`src/core/ubec_pkg.sv`:
```
/*
  Shared constants and types for the bulk endpoint control block:
  register addresses, bit positions, reset values and link carriers.
  Assumes an 8-bit register port with 16-bit addresses.
*/
package ubec_pkg;

  // register addresses
  localparam logic [15:0] UBEC_ADDR_INDEX   = 16'hde0e;
  localparam logic [15:0] UBEC_ADDR_IN_MAX  = 16'hde10;
  localparam logic [15:0] UBEC_ADDR_IN_CSL  = 16'hde11;
  localparam logic [15:0] UBEC_ADDR_IN_CSH  = 16'hde12;
  localparam logic [15:0] UBEC_ADDR_OUT_MAX = 16'hde13;
  localparam logic [15:0] UBEC_ADDR_OUT_CSL = 16'hde14;
  localparam logic [15:0] UBEC_ADDR_OUT_CSH = 16'hde15;
  // fifo ports sit at page base + 2*ep
  localparam logic [11:0] UBEC_FIFO_PAGE    = 12'hde2;

  // in_ep_ctrl_status_low bits
  localparam int UBEC_ICL_LOADED   = 0;
  localparam int UBEC_ICL_PRESENT  = 1;
  localparam int UBEC_ICL_UNDERRUN = 2;
  localparam int UBEC_ICL_FLUSH    = 3;
  localparam int UBEC_ICL_STALL    = 4;
  localparam int UBEC_ICL_SENT     = 5;
  localparam int UBEC_ICL_TOGRST   = 6;
  // in_ep_ctrl_status_high bits
  localparam int UBEC_ICH_DBL      = 0;
  localparam int UBEC_ICH_FORCE    = 3;
  localparam int UBEC_ICH_RSV_LO   = 4;
  localparam int UBEC_ICH_RSV_HI   = 5;
  localparam int UBEC_ICH_ISO      = 6;
  localparam int UBEC_ICH_AUTO     = 7;
  // out_ep_ctrl_status_low bits
  localparam int UBEC_OCL_WAITING  = 0;
  localparam int UBEC_OCL_FULL     = 1;
  localparam int UBEC_OCL_OVERRUN  = 2;
  localparam int UBEC_OCL_ERROR    = 3;
  localparam int UBEC_OCL_FLUSH    = 4;
  localparam int UBEC_OCL_STALL    = 5;
  localparam int UBEC_OCL_SENT     = 6;
  localparam int UBEC_OCL_TOGRST   = 7;
  // out high register bits
  localparam int UBEC_OCH_DBL      = 0;
  localparam int UBEC_OCH_ISO      = 6;

  // reset values
  localparam logic [1:0] UBEC_IN_RSV_RESET  = 2'h2;
  localparam logic [1:0] UBEC_OUT_RSV_RESET = 2'h0;
  localparam logic [7:0] UBEC_MAX_RESET     = 8'h00;

  // max packet unit is 8 bytes
  localparam int UBEC_UNIT_SHIFT = 3;

  typedef enum logic [2:0] {
    UBEC_EV_IN_TOKEN,
    UBEC_EV_IN_ACK,
    UBEC_EV_IN_NOACK,
    UBEC_EV_OUT_OK,
    UBEC_EV_OUT_BAD
  } ubec_ev_kind_t;

  typedef enum logic [2:0] {
    UBEC_HS_NONE,
    UBEC_HS_DATA,
    UBEC_HS_ZLP,
    UBEC_HS_NAK,
    UBEC_HS_STALL,
    UBEC_HS_ACK
  } ubec_hs_t;

  typedef struct packed {
    logic          valid;
    logic [2:0]    ep;
    ubec_ev_kind_t kind;
    logic          data1;
  } ubec_link_ev_t;

  typedef struct packed {
    logic       valid;
    logic [2:0] ep;
    ubec_hs_t   hs;
    logic       data1;
  } ubec_link_rsp_t;

  typedef struct packed {
    logic       push;
    logic       pop;
    logic [2:0] ep;
    logic [7:0] data;
  } ubec_fifo_req_t;

endpackage

```
`src/core/ubec_slot_count.sv`:
```
/*
  Packet slot counter for one endpoint direction: counts whole packets
  held in the FIFO, one slot or two with double buffering.
  Assumes push and pop are one-cycle pulses on sys_clk.
*/
`timescale 1ns/100ps
module ubec_slot_count
  import ubec_pkg::*;
(
  // clock and reset
  input  wire logic       sys_clk,
  input  wire logic       rst_n,
  // events
  input  wire logic       push,
  input  wire logic       pop,
  input  wire logic       clear,
  input  wire logic       dbl,
  // state
  output logic [1:0]      count,
  output logic            full,
  output logic            nonempty
);

  logic [1:0] count_q;
  logic [1:0] count_d;
  logic [1:0] cap;
  logic       push_ok;
  logic       pop_ok;

  assign cap      = dbl ? 2'h2 : 2'h1;
  assign full     = (count_q >= cap);
  assign nonempty = (count_q != 2'h0);
  assign push_ok  = push && !full;
  assign pop_ok   = pop && nonempty;
  assign count_d  = clear ? 2'h0 : 2'(count_q + {1'b0, push_ok} - {1'b0, pop_ok});
  assign count    = count_q;

  always_ff @(posedge sys_clk or negedge rst_n) begin
    if (!rst_n) begin
      count_q <= 2'h0;
    end else begin
      count_q <= count_d;
    end
  end

endmodule

```
`src/core/ubec_ctrl.sv`:
```
/*
  Control and status logic of the non-control endpoints 1..NUM_EP of a
  full-speed device: handshake flags, stall, flush, data toggle, type,
  double buffering, max packet sizes and error flags.
  Assumes a packet engine on sys_clk that reports tokens as one-cycle
  events and an external FIFO that shows each OUT head byte.
*/
// Design decision made here: the strobed register port.
// Behaviour
// - toggle reset bit forces DATA0, self-clears
// - in stall sent: flag, flush, event
// - out stall sent: flag, event; firmware clears
// - in stall bit stalls bulk IN tokens
// - out stall bit stalls bulk OUT tokens
// - in flush drops next packet, self-clears
// - out flush drops next packet, self-clears
// - iso IN empty: zero-length packet, underrun
// - bulk IN NAK sets underrun flag
// - packet-present reads one when queue nonempty
// - in loaded cleared and event when sent
// - auto-mark loaded after max-size packet loaded
// - high bit 6 selects iso type
// - forced toggle switches and flushes without ACK
// - high bit 0 enables IN double buffer
// - out max size in 8-byte units
// - iso OUT CRC error flag, cleared on pop
// - iso OUT overrun when FIFO cannot store
// - fifo-full reads one when OUT full
// - OUT packet sets waiting flag and event
// - fifo port read pops, write pushes
`timescale 1ns/100ps
module ubec_ctrl
  import ubec_pkg::*;
#(
  parameter int NUM_EP = 5
) (
  // clock and reset
  input  wire logic           sys_clk,
  input  wire logic           nrst,
  // register port
  input  wire logic [15:0]    reg_addr,
  input  wire logic [7:0]     reg_wdata,
  input  wire logic           reg_wr,
  input  wire logic           reg_rd,
  output logic [7:0]          reg_rdata,
  // packet engine
  input  wire ubec_link_ev_t  link_ev,
  output ubec_link_rsp_t      link_rsp,
  // fifo memory
  output ubec_fifo_req_t      fifo_req,
  input  wire logic [7:0]     fifo_head [1:NUM_EP],
  // endpoint events to the interrupt block
  output logic [NUM_EP:1]     in_ep_irq_req,
  output logic [NUM_EP:1]     out_ep_irq_req
);

  logic             rst_meta_q;
  logic             rst_n;

  always_ff @(posedge sys_clk or negedge nrst) begin
    if (!nrst) begin
      rst_meta_q <= 1'b0;
      rst_n      <= 1'b0;
    end else begin
      rst_meta_q <= 1'b1;
      rst_n      <= rst_meta_q;
    end
  end

  // register decode
  logic [3:0]       sel_q;
  logic             sel_ok;
  logic             hit_in_max;
  logic             hit_in_csl;
  logic             hit_in_csh;
  logic             hit_out_max;
  logic             hit_out_csl;
  logic             hit_out_csh;
  logic             hit_fifo;
  logic [2:0]       fifo_ep;

  assign sel_ok      = (sel_q != 4'h0) && (sel_q <= 4'(NUM_EP));
  assign hit_in_max  = (reg_addr == UBEC_ADDR_IN_MAX) && sel_ok;
  assign hit_in_csl  = (reg_addr == UBEC_ADDR_IN_CSL) && sel_ok;
  assign hit_in_csh  = (reg_addr == UBEC_ADDR_IN_CSH) && sel_ok;
  assign hit_out_max = (reg_addr == UBEC_ADDR_OUT_MAX) && sel_ok;
  assign hit_out_csl = (reg_addr == UBEC_ADDR_OUT_CSL) && sel_ok;
  assign hit_out_csh = (reg_addr == UBEC_ADDR_OUT_CSH) && sel_ok;
  assign fifo_ep     = reg_addr[3:1];
  assign hit_fifo    = (reg_addr[15:4] == UBEC_FIFO_PAGE) && !reg_addr[0]
                       && (fifo_ep != 3'h0) && (fifo_ep <= 3'(NUM_EP));

  // fifo port: read removes a byte, write appends one
  assign fifo_req.push = reg_wr && hit_fifo;
  assign fifo_req.pop  = reg_rd && hit_fifo;
  assign fifo_req.ep   = fifo_ep;
  assign fifo_req.data = reg_wdata;

  // selector is software's duty to keep in range
  always_ff @(posedge sys_clk or negedge rst_n) begin
    if (!rst_n) begin
      sel_q <= 4'h0;
    end else if (reg_wr && reg_addr == UBEC_ADDR_INDEX) begin
      sel_q <= reg_wdata[3:0];
    end
  end

  // per endpoint state
  logic [NUM_EP:1]  in_stall_q;
  logic [NUM_EP:1]  in_sent_q;
  logic [NUM_EP:1]  in_underrun_q;
  logic [NUM_EP:1]  in_toggle_q;
  logic [NUM_EP:1]  in_auto_q;
  logic [NUM_EP:1]  in_iso_q;
  logic [NUM_EP:1]  in_force_q;
  logic [NUM_EP:1]  in_dbl_q;
  logic [NUM_EP:1]  in_full;
  logic [NUM_EP:1]  in_nonempty;
  logic [NUM_EP:1]  out_stall_q;
  logic [NUM_EP:1]  out_sent_q;
  logic [NUM_EP:1]  out_overrun_q;
  logic [NUM_EP:1]  out_err_q;
  logic [NUM_EP:1]  out_toggle_q;
  logic [NUM_EP:1]  out_iso_q;
  logic [NUM_EP:1]  out_dbl_q;
  logic [NUM_EP:1]  out_full;
  logic [NUM_EP:1]  out_nonempty;
  logic [1:0]       in_rsv_q  [1:NUM_EP];
  logic [1:0]       out_rsv_q [1:NUM_EP];
  logic [7:0]       in_max_q  [1:NUM_EP];
  logic [7:0]       out_max_q [1:NUM_EP];
  logic [10:0]      in_bytes_q [1:NUM_EP];
  ubec_hs_t         ep_hs [1:NUM_EP];
  logic             ev_ok;

  assign ev_ok = link_ev.valid && (link_ev.ep != 3'h0) && (link_ev.ep <= 3'(NUM_EP));

  for (genvar e = 1; e <= NUM_EP; e++) begin : g_ep
    logic        wsel;
    logic        ev_hit;
    logic        in_token;
    logic        in_stalling;
    logic        stall_in;
    logic        in_send;
    logic        in_empty_tok;
    logic        in_acked;
    logic        in_noack;
    logic        in_done;
    logic        in_flip;
    logic        wr_icl;
    logic        wr_ich;
    logic        byte_wr;
    logic [10:0] max_bytes;
    logic        auto_push;
    logic        in_push;
    logic        in_pop;
    logic        out_rx;
    logic        out_stalling;
    logic        stall_out;
    logic        pid_match;
    logic        out_push;
    logic        out_pop;
    logic        out_flip;
    logic        wr_ocl;
    logic        wr_och;

    assign wsel         = (sel_q == 4'(e));
    assign ev_hit       = ev_ok && (link_ev.ep == 3'(e));
    assign wr_icl       = reg_wr && hit_in_csl && wsel;
    assign wr_ich       = reg_wr && hit_in_csh && wsel;
    assign wr_ocl       = reg_wr && hit_out_csl && wsel;
    assign wr_och       = reg_wr && hit_out_csh && wsel;

    // in direction
    assign in_token     = ev_hit && (link_ev.kind == UBEC_EV_IN_TOKEN);
    assign in_stalling  = in_stall_q[e] && !in_iso_q[e];
    assign stall_in     = in_token && in_stalling;
    assign in_send      = in_token && !in_stalling && in_nonempty[e];
    assign in_empty_tok = in_token && !in_stalling && !in_nonempty[e];
    assign in_acked     = ev_hit && (link_ev.kind == UBEC_EV_IN_ACK) && !in_iso_q[e];
    assign in_noack     = ev_hit && (link_ev.kind == UBEC_EV_IN_NOACK) && !in_iso_q[e]
                          && in_force_q[e];
    // iso data gets no handshake, so it leaves on sending
    assign in_done      = in_acked || in_noack || (in_send && in_iso_q[e]);
    assign in_flip      = in_acked || (in_done && in_force_q[e]);
    assign byte_wr      = fifo_req.push && (fifo_ep == 3'(e));
    assign max_bytes    = {3'h0, in_max_q[e]} << UBEC_UNIT_SHIFT;
    assign auto_push    = byte_wr && in_auto_q[e] && (in_max_q[e] != 8'h00)
                          && (11'(in_bytes_q[e] + 11'h1) == max_bytes);
    assign in_push      = (wr_icl && reg_wdata[UBEC_ICL_LOADED]) || auto_push;
    assign in_pop       = in_done || (wr_icl && reg_wdata[UBEC_ICL_FLUSH]);
    assign in_ep_irq_req[e] = in_done || stall_in;

    ubec_slot_count u_in_slots (
      .sys_clk  (sys_clk),
      .rst_n    (rst_n),
      .push     (in_push),
      .pop      (in_pop),
      .clear    (stall_in),
      .dbl      (in_dbl_q[e]),
      .count    (),
      .full     (in_full[e]),
      .nonempty (in_nonempty[e])
    );

    always_ff @(posedge sys_clk or negedge rst_n) begin
      if (!rst_n) begin
        in_stall_q[e]    <= 1'b0;
        in_sent_q[e]     <= 1'b0;
        in_underrun_q[e] <= 1'b0;
        in_toggle_q[e]   <= 1'b0;
      end else begin
        if (wr_icl) begin
          in_stall_q[e] <= reg_wdata[UBEC_ICL_STALL];
        end
        if (stall_in) begin
          in_sent_q[e] <= 1'b1;
        end else if (wr_icl && !reg_wdata[UBEC_ICL_SENT]) begin
          in_sent_q[e] <= 1'b0;
        end
        if (in_empty_tok) begin
          in_underrun_q[e] <= 1'b1;
        end else if (wr_icl && !reg_wdata[UBEC_ICL_UNDERRUN]) begin
          in_underrun_q[e] <= 1'b0;
        end
        if (wr_icl && reg_wdata[UBEC_ICL_TOGRST]) begin
          in_toggle_q[e] <= 1'b0;
        end else if (in_flip) begin
          in_toggle_q[e] <= !in_toggle_q[e];
        end
      end
    end

    always_ff @(posedge sys_clk or negedge rst_n) begin
      if (!rst_n) begin
        in_auto_q[e]  <= 1'b0;
        in_iso_q[e]   <= 1'b0;
        in_force_q[e] <= 1'b0;
        in_dbl_q[e]   <= 1'b0;
        in_rsv_q[e]   <= UBEC_IN_RSV_RESET;
        in_max_q[e]   <= UBEC_MAX_RESET;
      end else begin
        if (wr_ich) begin
          in_auto_q[e]  <= reg_wdata[UBEC_ICH_AUTO];
          in_iso_q[e]   <= reg_wdata[UBEC_ICH_ISO];
          in_force_q[e] <= reg_wdata[UBEC_ICH_FORCE];
          in_dbl_q[e]   <= reg_wdata[UBEC_ICH_DBL];
          in_rsv_q[e]   <= reg_wdata[UBEC_ICH_RSV_HI:UBEC_ICH_RSV_LO];
        end
        if (reg_wr && hit_in_max && wsel) begin
          in_max_q[e] <= reg_wdata;
        end
      end
    end

    // bytes loaded since the last packet was marked
    always_ff @(posedge sys_clk or negedge rst_n) begin
      if (!rst_n) begin
        in_bytes_q[e] <= 11'h0;
      end else if (in_push) begin
        in_bytes_q[e] <= 11'h0;
      end else if (byte_wr) begin
        in_bytes_q[e] <= 11'(in_bytes_q[e] + 11'h1);
      end
    end

    // out direction
    assign out_rx       = ev_hit && (link_ev.kind == UBEC_EV_OUT_OK
                                     || link_ev.kind == UBEC_EV_OUT_BAD);
    assign out_stalling = out_stall_q[e] && !out_iso_q[e];
    assign stall_out    = out_rx && out_stalling;
    assign pid_match    = (link_ev.data1 == out_toggle_q[e]);
    // bulk repeats with a stale toggle are acked but dropped
    assign out_flip     = ev_hit && (link_ev.kind == UBEC_EV_OUT_OK) && !out_iso_q[e]
                          && !out_stalling && !out_full[e] && pid_match;
    assign out_push     = out_flip || (out_rx && out_iso_q[e] && !out_full[e]);
    assign out_pop      = wr_ocl && ((!reg_wdata[UBEC_OCL_WAITING] && out_nonempty[e])
                          || reg_wdata[UBEC_OCL_FLUSH]);
    assign out_ep_irq_req[e] = out_push || stall_out;

    ubec_slot_count u_out_slots (
      .sys_clk  (sys_clk),
      .rst_n    (rst_n),
      .push     (out_push),
      .pop      (out_pop),
      .clear    (1'b0),
      .dbl      (out_dbl_q[e]),
      .count    (),
      .full     (out_full[e]),
      .nonempty (out_nonempty[e])
    );

    always_ff @(posedge sys_clk or negedge rst_n) begin
      if (!rst_n) begin
        out_stall_q[e]   <= 1'b0;
        out_sent_q[e]    <= 1'b0;
        out_overrun_q[e] <= 1'b0;
        out_err_q[e]     <= 1'b0;
        out_toggle_q[e]  <= 1'b0;
      end else begin
        if (wr_ocl) begin
          out_stall_q[e] <= reg_wdata[UBEC_OCL_STALL];
        end
        if (stall_out) begin
          out_sent_q[e] <= 1'b1;
        end else if (wr_ocl && !reg_wdata[UBEC_OCL_SENT]) begin
          out_sent_q[e] <= 1'b0;
        end
        if (out_rx && out_iso_q[e] && out_full[e]) begin
          out_overrun_q[e] <= 1'b1;
        end else if (wr_ocl && !reg_wdata[UBEC_OCL_OVERRUN]) begin
          out_overrun_q[e] <= 1'b0;
        end
        if (out_push && link_ev.kind == UBEC_EV_OUT_BAD) begin
          out_err_q[e] <= 1'b1;
        end else if (out_pop) begin
          out_err_q[e] <= 1'b0;
        end
        if (wr_ocl && reg_wdata[UBEC_OCL_TOGRST]) begin
          out_toggle_q[e] <= 1'b0;
        end else if (out_flip) begin
          out_toggle_q[e] <= !out_toggle_q[e];
        end
      end
    end

    always_ff @(posedge sys_clk or negedge rst_n) begin
      if (!rst_n) begin
        out_iso_q[e] <= 1'b0;
        out_dbl_q[e] <= 1'b0;
        out_rsv_q[e] <= UBEC_OUT_RSV_RESET;
        out_max_q[e] <= UBEC_MAX_RESET;
      end else begin
        if (wr_och) begin
          out_iso_q[e] <= reg_wdata[UBEC_OCH_ISO];
          out_dbl_q[e] <= reg_wdata[UBEC_OCH_DBL];
          out_rsv_q[e] <= reg_wdata[UBEC_ICH_RSV_HI:UBEC_ICH_RSV_LO];
        end
        if (reg_wr && hit_out_max && wsel) begin
          out_max_q[e] <= reg_wdata;
        end
      end
    end

    // handshake chosen for this endpoint's event
    assign ep_hs[e] = (stall_in || stall_out)      ? UBEC_HS_STALL :
                      in_send                      ? UBEC_HS_DATA  :
                      (in_empty_tok && in_iso_q[e]) ? UBEC_HS_ZLP  :
                      in_empty_tok                 ? UBEC_HS_NAK   :
                      (out_rx && !out_iso_q[e] && link_ev.kind == UBEC_EV_OUT_OK)
                        ? (out_full[e] ? UBEC_HS_NAK : UBEC_HS_ACK)
                        : UBEC_HS_NONE;
  end

  // link answer, registered
  ubec_hs_t         rsp_hs;
  logic [2:0]       sel_ep;
  logic [7:0]       icl_rd;
  logic [7:0]       ich_rd;
  logic [7:0]       ocl_rd;
  logic [7:0]       och_rd;
  logic [7:0]       rd_mux;

  assign rsp_hs = ev_ok ? ep_hs[link_ev.ep] : UBEC_HS_NONE;

  always_ff @(posedge sys_clk or negedge rst_n) begin
    if (!rst_n) begin
      link_rsp <= '0;
    end else begin
      link_rsp.valid <= (rsp_hs != UBEC_HS_NONE);
      link_rsp.ep    <= link_ev.ep;
      link_rsp.hs    <= rsp_hs;
      link_rsp.data1 <= ev_ok ? in_toggle_q[link_ev.ep] : 1'b0;
    end
  end

  // read mux; self-clearing bits always read zero
  assign sel_ep = sel_ok ? sel_q[2:0] : 3'h1;
  assign icl_rd = {2'h0, in_sent_q[sel_ep], in_stall_q[sel_ep], 1'b0,
                   in_underrun_q[sel_ep], in_nonempty[sel_ep], in_full[sel_ep]};
  assign ich_rd = {in_auto_q[sel_ep], in_iso_q[sel_ep], in_rsv_q[sel_ep],
                   in_force_q[sel_ep], 2'h0, in_dbl_q[sel_ep]};
  assign ocl_rd = {1'b0, out_sent_q[sel_ep], out_stall_q[sel_ep], 1'b0,
                   out_err_q[sel_ep], out_overrun_q[sel_ep], out_full[sel_ep],
                   out_nonempty[sel_ep]};
  assign och_rd = {1'b0, out_iso_q[sel_ep], out_rsv_q[sel_ep], 3'h0, out_dbl_q[sel_ep]};
  assign rd_mux = (reg_addr == UBEC_ADDR_INDEX) ? {4'h0, sel_q} :
                  hit_in_max  ? in_max_q[sel_ep]  :
                  hit_in_csl  ? icl_rd            :
                  hit_in_csh  ? ich_rd            :
                  hit_out_max ? out_max_q[sel_ep] :
                  hit_out_csl ? ocl_rd            :
                  hit_out_csh ? och_rd            :
                  hit_fifo    ? fifo_head[fifo_ep] : 8'h00;

  always_ff @(posedge sys_clk or negedge rst_n) begin
    if (!rst_n) begin
      reg_rdata <= 8'h00;
    end else begin
      reg_rdata <= reg_rd ? rd_mux : 8'h00;
    end
  end

endmodule

```
`config.mk`:
```
export PLATFORM = sky130hd
export DESIGN_NAME = ubec_ctrl
export DESIGN_NICKNAME = d
export VERILOG_FILES = /design/src/core/ubec_pkg.sv /design/src/core/ubec_slot_count.sv /design/src/core/ubec_ctrl.sv
export SDC_FILE = /design/constraint.sdc
export NUM_CORES = 1
export LEC_CHECK = 0
export BUFFER_PORTS_ARGS = -buffer_cell sky130_fd_sc_hd__buf_2
export CAP_MARGIN = 20
export CORE_MARGIN = 3
export CORE_UTILIZATION = 40
export DETAILED_ROUTE_END_ITERATION = 10
export SLEW_MARGIN = 20
export SYNTH_ARGS = -nofsm -noshare
export SYNTH_HDL_FRONTEND = slang
export SYNTH_SLANG_ARGS = --single-unit
export TNS_END_PERCENT = 5
```
`constraint.sdc`:
```
create_clock -name sys_clk -period 11.5 [get_ports sys_clk]
set_clock_uncertainty 0.05 [all_clocks]
set_input_delay 0.575 -clock sys_clk [delete_from_list [all_inputs] [get_ports sys_clk]]
set_output_delay 0.575 -clock sys_clk [all_outputs]
set_load 0.01 [all_outputs]
```
Yosys cells after proc, flatten, opt, wreduce, memory -nomap -nowiden
Index checks and enable logic that the tools add are counted.
- input bits: 76
- flip-flop bits (word level): 272
- word-level logic and storage cells: 839
- equality and inequality tests: 37
- reductions and logical operators: 447
- multiplexer cells: 191
- order comparisons: 18
- $add $sub $neg: 25
- bitwise logic cells: 3
- operators by type and width (cell ; number):
    1-bit logical AND ; 286
    8-bit 2-to-1 mux ; 15
    16-bit equality test, second input constant ; 7
    11-bit 2-to-1 mux ; 10
    3-bit 2-to-1 mux ; 34
    2-bit nonzero test ; 50
    1-bit 2-to-1 mux ; 89
    8-bit binary-select mux with 3-bit select ; 3
    11-bit by 1-bit adder with 11-bit output, second input constant ; 5
    11-bit equality test ; 5
    1-bit binary-select mux with 3-bit select ; 18
    1-bit logical OR ; 51
    1-bit zero test ; 50
    8-bit nonzero test ; 5
    2-bit 2-to-1 mux ; 19
    2-bit by 1-bit adder with 2-bit output ; 10
    2-bit >= comparator ; 10
    2-bit by 1-bit subtractor with 2-bit output ; 10
    3-bit by 2-bit equality test with 1-bit output, second input constant ; 6
    3-bit equality test, second input constant ; 5
    2-bit binary-select mux with 3-bit select ; 2
    12-bit equality test, second input constant ; 1
    4-bit >= comparator, second input constant ; 3
    3-bit NOT with 4-bit output ; 3
    12 further kinds ; 24

Depth between registers and ports, before layout
- depth after elaboration: 17
- mapped depth: 14
- mapped depth without buffers: 13

Modules after synthesis
Synthesis repeated with hierarchy kept, for this count alone.
- cells, all modules: 1821
- area, all modules: 17280.3 sq um
- modules (own cells, without submodules) (module ; times used ; cells each ; area each (sq um)):
    ubec_ctrl ; 1 ; 1641 ; 15441.1
    ubec_slot_count ; 10 ; 18 ; 183.9

Least setup slack after synthesis
OpenSTA, ideal clock, no wires.
- kind: input to register
- from: input port reg_addr[8]
- to: register g_ep[5].u_in_slots.count_q[1]
- data arrival time: 2833 ps
- library setup time: 163 ps
- path buffers: 0
- stages: 11
- setup slack: 8454 ps
- data required time: 11287 ps
- cells stage by stage: and4b_1 -> nand4_1 -> nor2_1 -> nand4_1 -> or4_1 -> o31ai_1 -> and2_1 -> ha_1 -> xor2_1 -> xnor2_1 -> a31oi_1
- longest elaborated chain between the ends: 14
- ends and longest elaborated chain (item ; line ; text):
    from (decl) ; ubec_ctrl.sv:41 ; input wire logic [15:0] reg_addr,
    12-bit equality test ; ubec_ctrl.sv:90 ; assign hit_fifo = (reg_addr[15:4] == UBEC_FIFO_PAGE) && !reg_addr[0]
    1-bit logical AND ; ubec_ctrl.sv:90 ;
    1-bit logical AND (2 in series) ; ubec_ctrl.sv:91 ; && (fifo_ep != 3'h0) && (fifo_ep <= 3'(NUM_EP));
    1-bit logical AND ; ubec_ctrl.sv:94 ; assign fifo_req.push = reg_wr && hit_fifo;
    1-bit logical AND ; ubec_ctrl.sv:186 ; assign byte_wr = fifo_req.push && (fifo_ep == 3'(e));
    1-bit logical AND (2 in series) ; ubec_ctrl.sv:188 ; assign auto_push = byte_wr && in_auto_q[e] && (in_max_q[e] != 8'h00)
    1-bit logical AND ; ubec_ctrl.sv:189 ; && (11'(in_bytes_q[e] + 11'h1) == max_bytes);
    1-bit logical OR ; ubec_ctrl.sv:190 ; assign in_push = (wr_icl && reg_wdata[UBEC_ICL_LOADED]) || auto_push;
    1-bit logical AND ; ubec_slot_count.sv:33 ; assign push_ok = push && !full;
    2-bit by 1-bit adder with 2-bit output ; ubec_slot_count.sv:35 ; assign count_d = clear ? 2'h0 : 2'(count_q + {1'b0, push_ok} - {1'b0, pop_ok});
    2-bit by 1-bit subtractor with 2-bit output (*) ; ubec_slot_count.sv:35 ;
    2-bit 2-to-1 mux (*) ; ubec_slot_count.sv:35 ;
    net g_ep[5].u_in_slots.count_d[1] ; ubec_slot_count.sv:25 ; logic [1:0] count_d;
    to (signal assigned) ; ubec_slot_count.sv:42 ; count_q <= count_d;
    to (decl) ; ubec_slot_count.sv:24 ; logic [1:0] count_q;
Mark *: on every way through the listed nets, which the timed path passes. The rest lies on a longest branch.
A chain may end at the register's enable or synchronous reset.

Final worst setup path
- from: input port reg_addr[1]
- to: register g_ep[5].u_in_slots.count_q[1]
- longest elaborated chain between the ends: 13
- ends and longest elaborated chain (item ; line):
    parallel branches: the longest is 11 deep, another holds 3-bit less-or-equal comparator ; n/a
    2-bit by 1-bit subtractor with 2-bit output (*) ; ubec_slot_count.sv:35
    2-bit 2-to-1 mux (*) ; ubec_slot_count.sv:35
    net g_ep[5].u_in_slots.count_d[1] ; ubec_slot_count.sv:25
Mark *: on every way through the listed nets, which the timed path passes.

==> impl_results.md <==
- Fin area: 18,700 um^2
- Flop pwr share: 0.432
- Fraction of layout cells with a size suffix above 1: 0.193
- Mapped cell area: 16,500 um^2
- Cell variety after synth: 82
- Yosys reg bits: 272
- Max VDD drop: 0.0879 mV
- Die area: 43,800 um^2
- DIE WIDTH: 209 um
- Worst-path maximum fanout: 34
- Worst Hold Class: reg2async
- First-pass GRT wire length: 84,400 um
- Synth area leaders: dfrtp_1, mux2_2, xnor2_1, nand2_1, nor2_1
- CTS buffer count: 34
- Fin crit share: 0.372
- Dpl cell area: 17,500 um^2
- H-tree Lvls: 2
- Die height: 209 um
- Share of the synthesized area in the top cell type: 0.404
- CTS tree: yes
- Final Slew Violations: 0
- Port bufs: 114
- Vias in the first global route: 13,900
- CTS Root Cell: clkbuf_16
- Row count: 73
- Number of synthesized flops with an enable pin: 0
- Commonest non-fill, non-tap cells in the layout: dfrtp_1, nand2_1, nor2_1
- Area leader, netlist: dfrtp_1
- Main synth FF type: dfrtp_1
- Nets: 1,969
- F_max: 0.234 GHz
- I/O pin cnt: 115
- PD cells: 123 nW/um^2
- Clock share of power: 0.492
- CP cell instances: buf_2 -> or3_1 -> nand3_1 -> nor2_1 -> nand4_1 -> or4_1 -> o31ai_1 -> and2_1 -> ha_1 -> xor2_1 -> xnor2_1 -> a31oi_1
- Final worst slack: 7220 ps
- Post-DRT Antenna Nets: 0
- Syn avg cell area: 9.32 um^2
- Critical Path RT: 11,840 ps
- Hold Fails Final Rpt: 0
- P_int: 1730 uW
- Critical path type: in2reg
- Cells after Synth: 1,772
- Leakage: 0.00854 uW
- Status: finished, final reports clean
- Worst Setup Start Kind: input pin
- Finish-stage setup viols: 0
- Post-synth ARST share: 1.00
- Crit path buf inv count: 1
- Crit-path max cell delay: 790 ps
- Post-DR vias/cell: 5.88
- Commonest non-fill, non-tap cell in the layout: dfrtp_1
- Core area: 40,300 um^2
- Mapped Nets: 1,898
- Comb power frac: 0.076
- Initial antenna violation count: 3
- Total iterations of the first detailed-routing run: 5
- Fillers: 3,808
- Register-to-register path setup slack: 7650 ps
- Drt wl/cell: 22.8 um
- GRT Overall Usage: 0.247
- Sw Pwr: 568 uW
- Worst Path Arrival: 4610 ps
- Seq/Total Area, Yosys: 0.412
- Storage element area: 6820 um^2
- Slowest stage cell, crit path: nor2_1
- Vias post-DR: 14,100
- Max Cap Violations: 0
- Clk buf depth: 3
- GRT overflow: 0
- DRT iter0 DRCs: 1,131
- Area occupied by multi-input gates: 9120 um^2
- Worst setup EP type: flip-flop
- DRC Markers: 0
- Initial Util: 0.410
- Sum of negative setup slack: 0 ps
- Syn-to-layout area delta: 13.2%
- Slew headroom: 0.314
- Crit path time final: 4280 ps
- Clock Latency Late Sink: 540 ps
- Hpwl dp: 39,800 um
- Worst-path clk slew: 60 ps
- CTS sink cnt: 272
- Pre-CTS setup slack: 6730 ps
- Placer Congestion: 0.957
- Synthesis Warnings: 0
- Sw Share: 0.247
- Worst-Margin Slew: 1020 ps
- Largest net degree at the start of global routing: 65
- CP top delay family: simple AND/OR/NAND/NOR gates
- Unrepaired setup endpoints after global routing: false
- Final wirelength: 54,700 um
## per-layer routing
metal / GRT usage / up-vias / part of all wire
met2: 0.383 / 566 / 0.45
met1: 0.337 / 6949 / 0.43
met5: 0 / - / 0.00040
met4: 0.0956 / 4 / 0.038
li1: - / 6442 / -
met3: 0.0558 / 118 / 0.081
## synth_stat cells, drive strengths merged (48+ instances only)
cell type / instances
inv: 48
ha: 50
xnor2: 92
nor2: 187
mux2: 138
xor2: 49
a21oi: 75
o21ai: 85
dfrtp: 267
nand2: 208
nand3: 56
clkbuf: 58
## path summary, 6_finish.rpt
| kind | cells after the start | to | from |
|---|---|---|---|
| worst max-delay path | 12 | g_ep[5].u_in_slots.count[1] | reg_addr[1] |
| worst min-delay path | 0 | in_bytes_q[15] | rst_n |
| worst max register to register | 14 | g_ep[1].u_in_slots.count[1] | sel_q[0] |
| worst min register to register | 0 | in_bytes_q[15] | rst_n |
| max in group asynchronous | 2 | out_max_q[11] | rst_n |
| min in group sys_clk | 1 | link_rsp[6] | link_ev[6] |
## repair_timing
action	4_1_cts	5_1_grt
buffers inserted	0	0
endpoints found under the setup margin	0	0
hold endpoints to repair	2	0
gates resized for setup	0	0
hold buffers	1	0
## cell type report
class | count | share of cell area
well taps | 525 | 0.0351
clock buffers | 48 | 0.0560
clock inverters | 13 | 0.00803
diodes | 1 | 0.000134
repair buffers | 134 | 0.0387
inverters | 48 | 0.00964
multi-input cells | 1353 | 0.488
flip-flops and latches | 272 | 0.365
## power by group through the flow
stage	logic (uW)	clock network [uW]	registers (uW)
final	174	1130	995
after global routing	194	1190	997
after CTS	174	1150	995
after detailed placement	173	0	1010
after global placement	170	0	1010
after floorplan	95.2	0	1020
## sequential cells by signal, summed over array words and instances (netlist names), 8 cells and up
| name | flops |
|---|---|
| in_bytes_q | 55 |
| g_ep.u_out_slots.count | 10 |
| link_rsp | 8 |
| reg_rdata | 8 |
| g_ep.max_bytes | 40 |
| in_rsv_q | 10 |
| out_rsv_q | 10 |
| out_max_q | 40 |
| g_ep.u_in_slots.count | 10 |
## per-stage QoR
step           std cells  power (uW)  hold slack, ps  utilization
6_report            2394        2300             215        0.464
5_1_grt             2394        2380             228        0.464
4_1_cts             2393        2320             197        0.464
3_5_place_dp        2331        1180             233        0.434
3_3_place_gp        2331        1180             233        0.434
2_1_floorplan       1772        1110             229            -
## kinds of logic (layout without fill, tap and decap cells)
family                     Yosys count  after routing  share of synthesized area
other                                1              2                   0.000227
DFF                                272            272                      0.412
buffers and inverters              147            243                     0.0378
and+or+nand+nor                    675            675                      0.198
AOI/OAI and AO/OA                  306            306                      0.119
muxes                              180            180                      0.119
xor gates and xnor gates           141            141                     0.0747
adders and majority gates           50             50                     0.0379
Note: power is estimated with default switching activity, not from simulation.
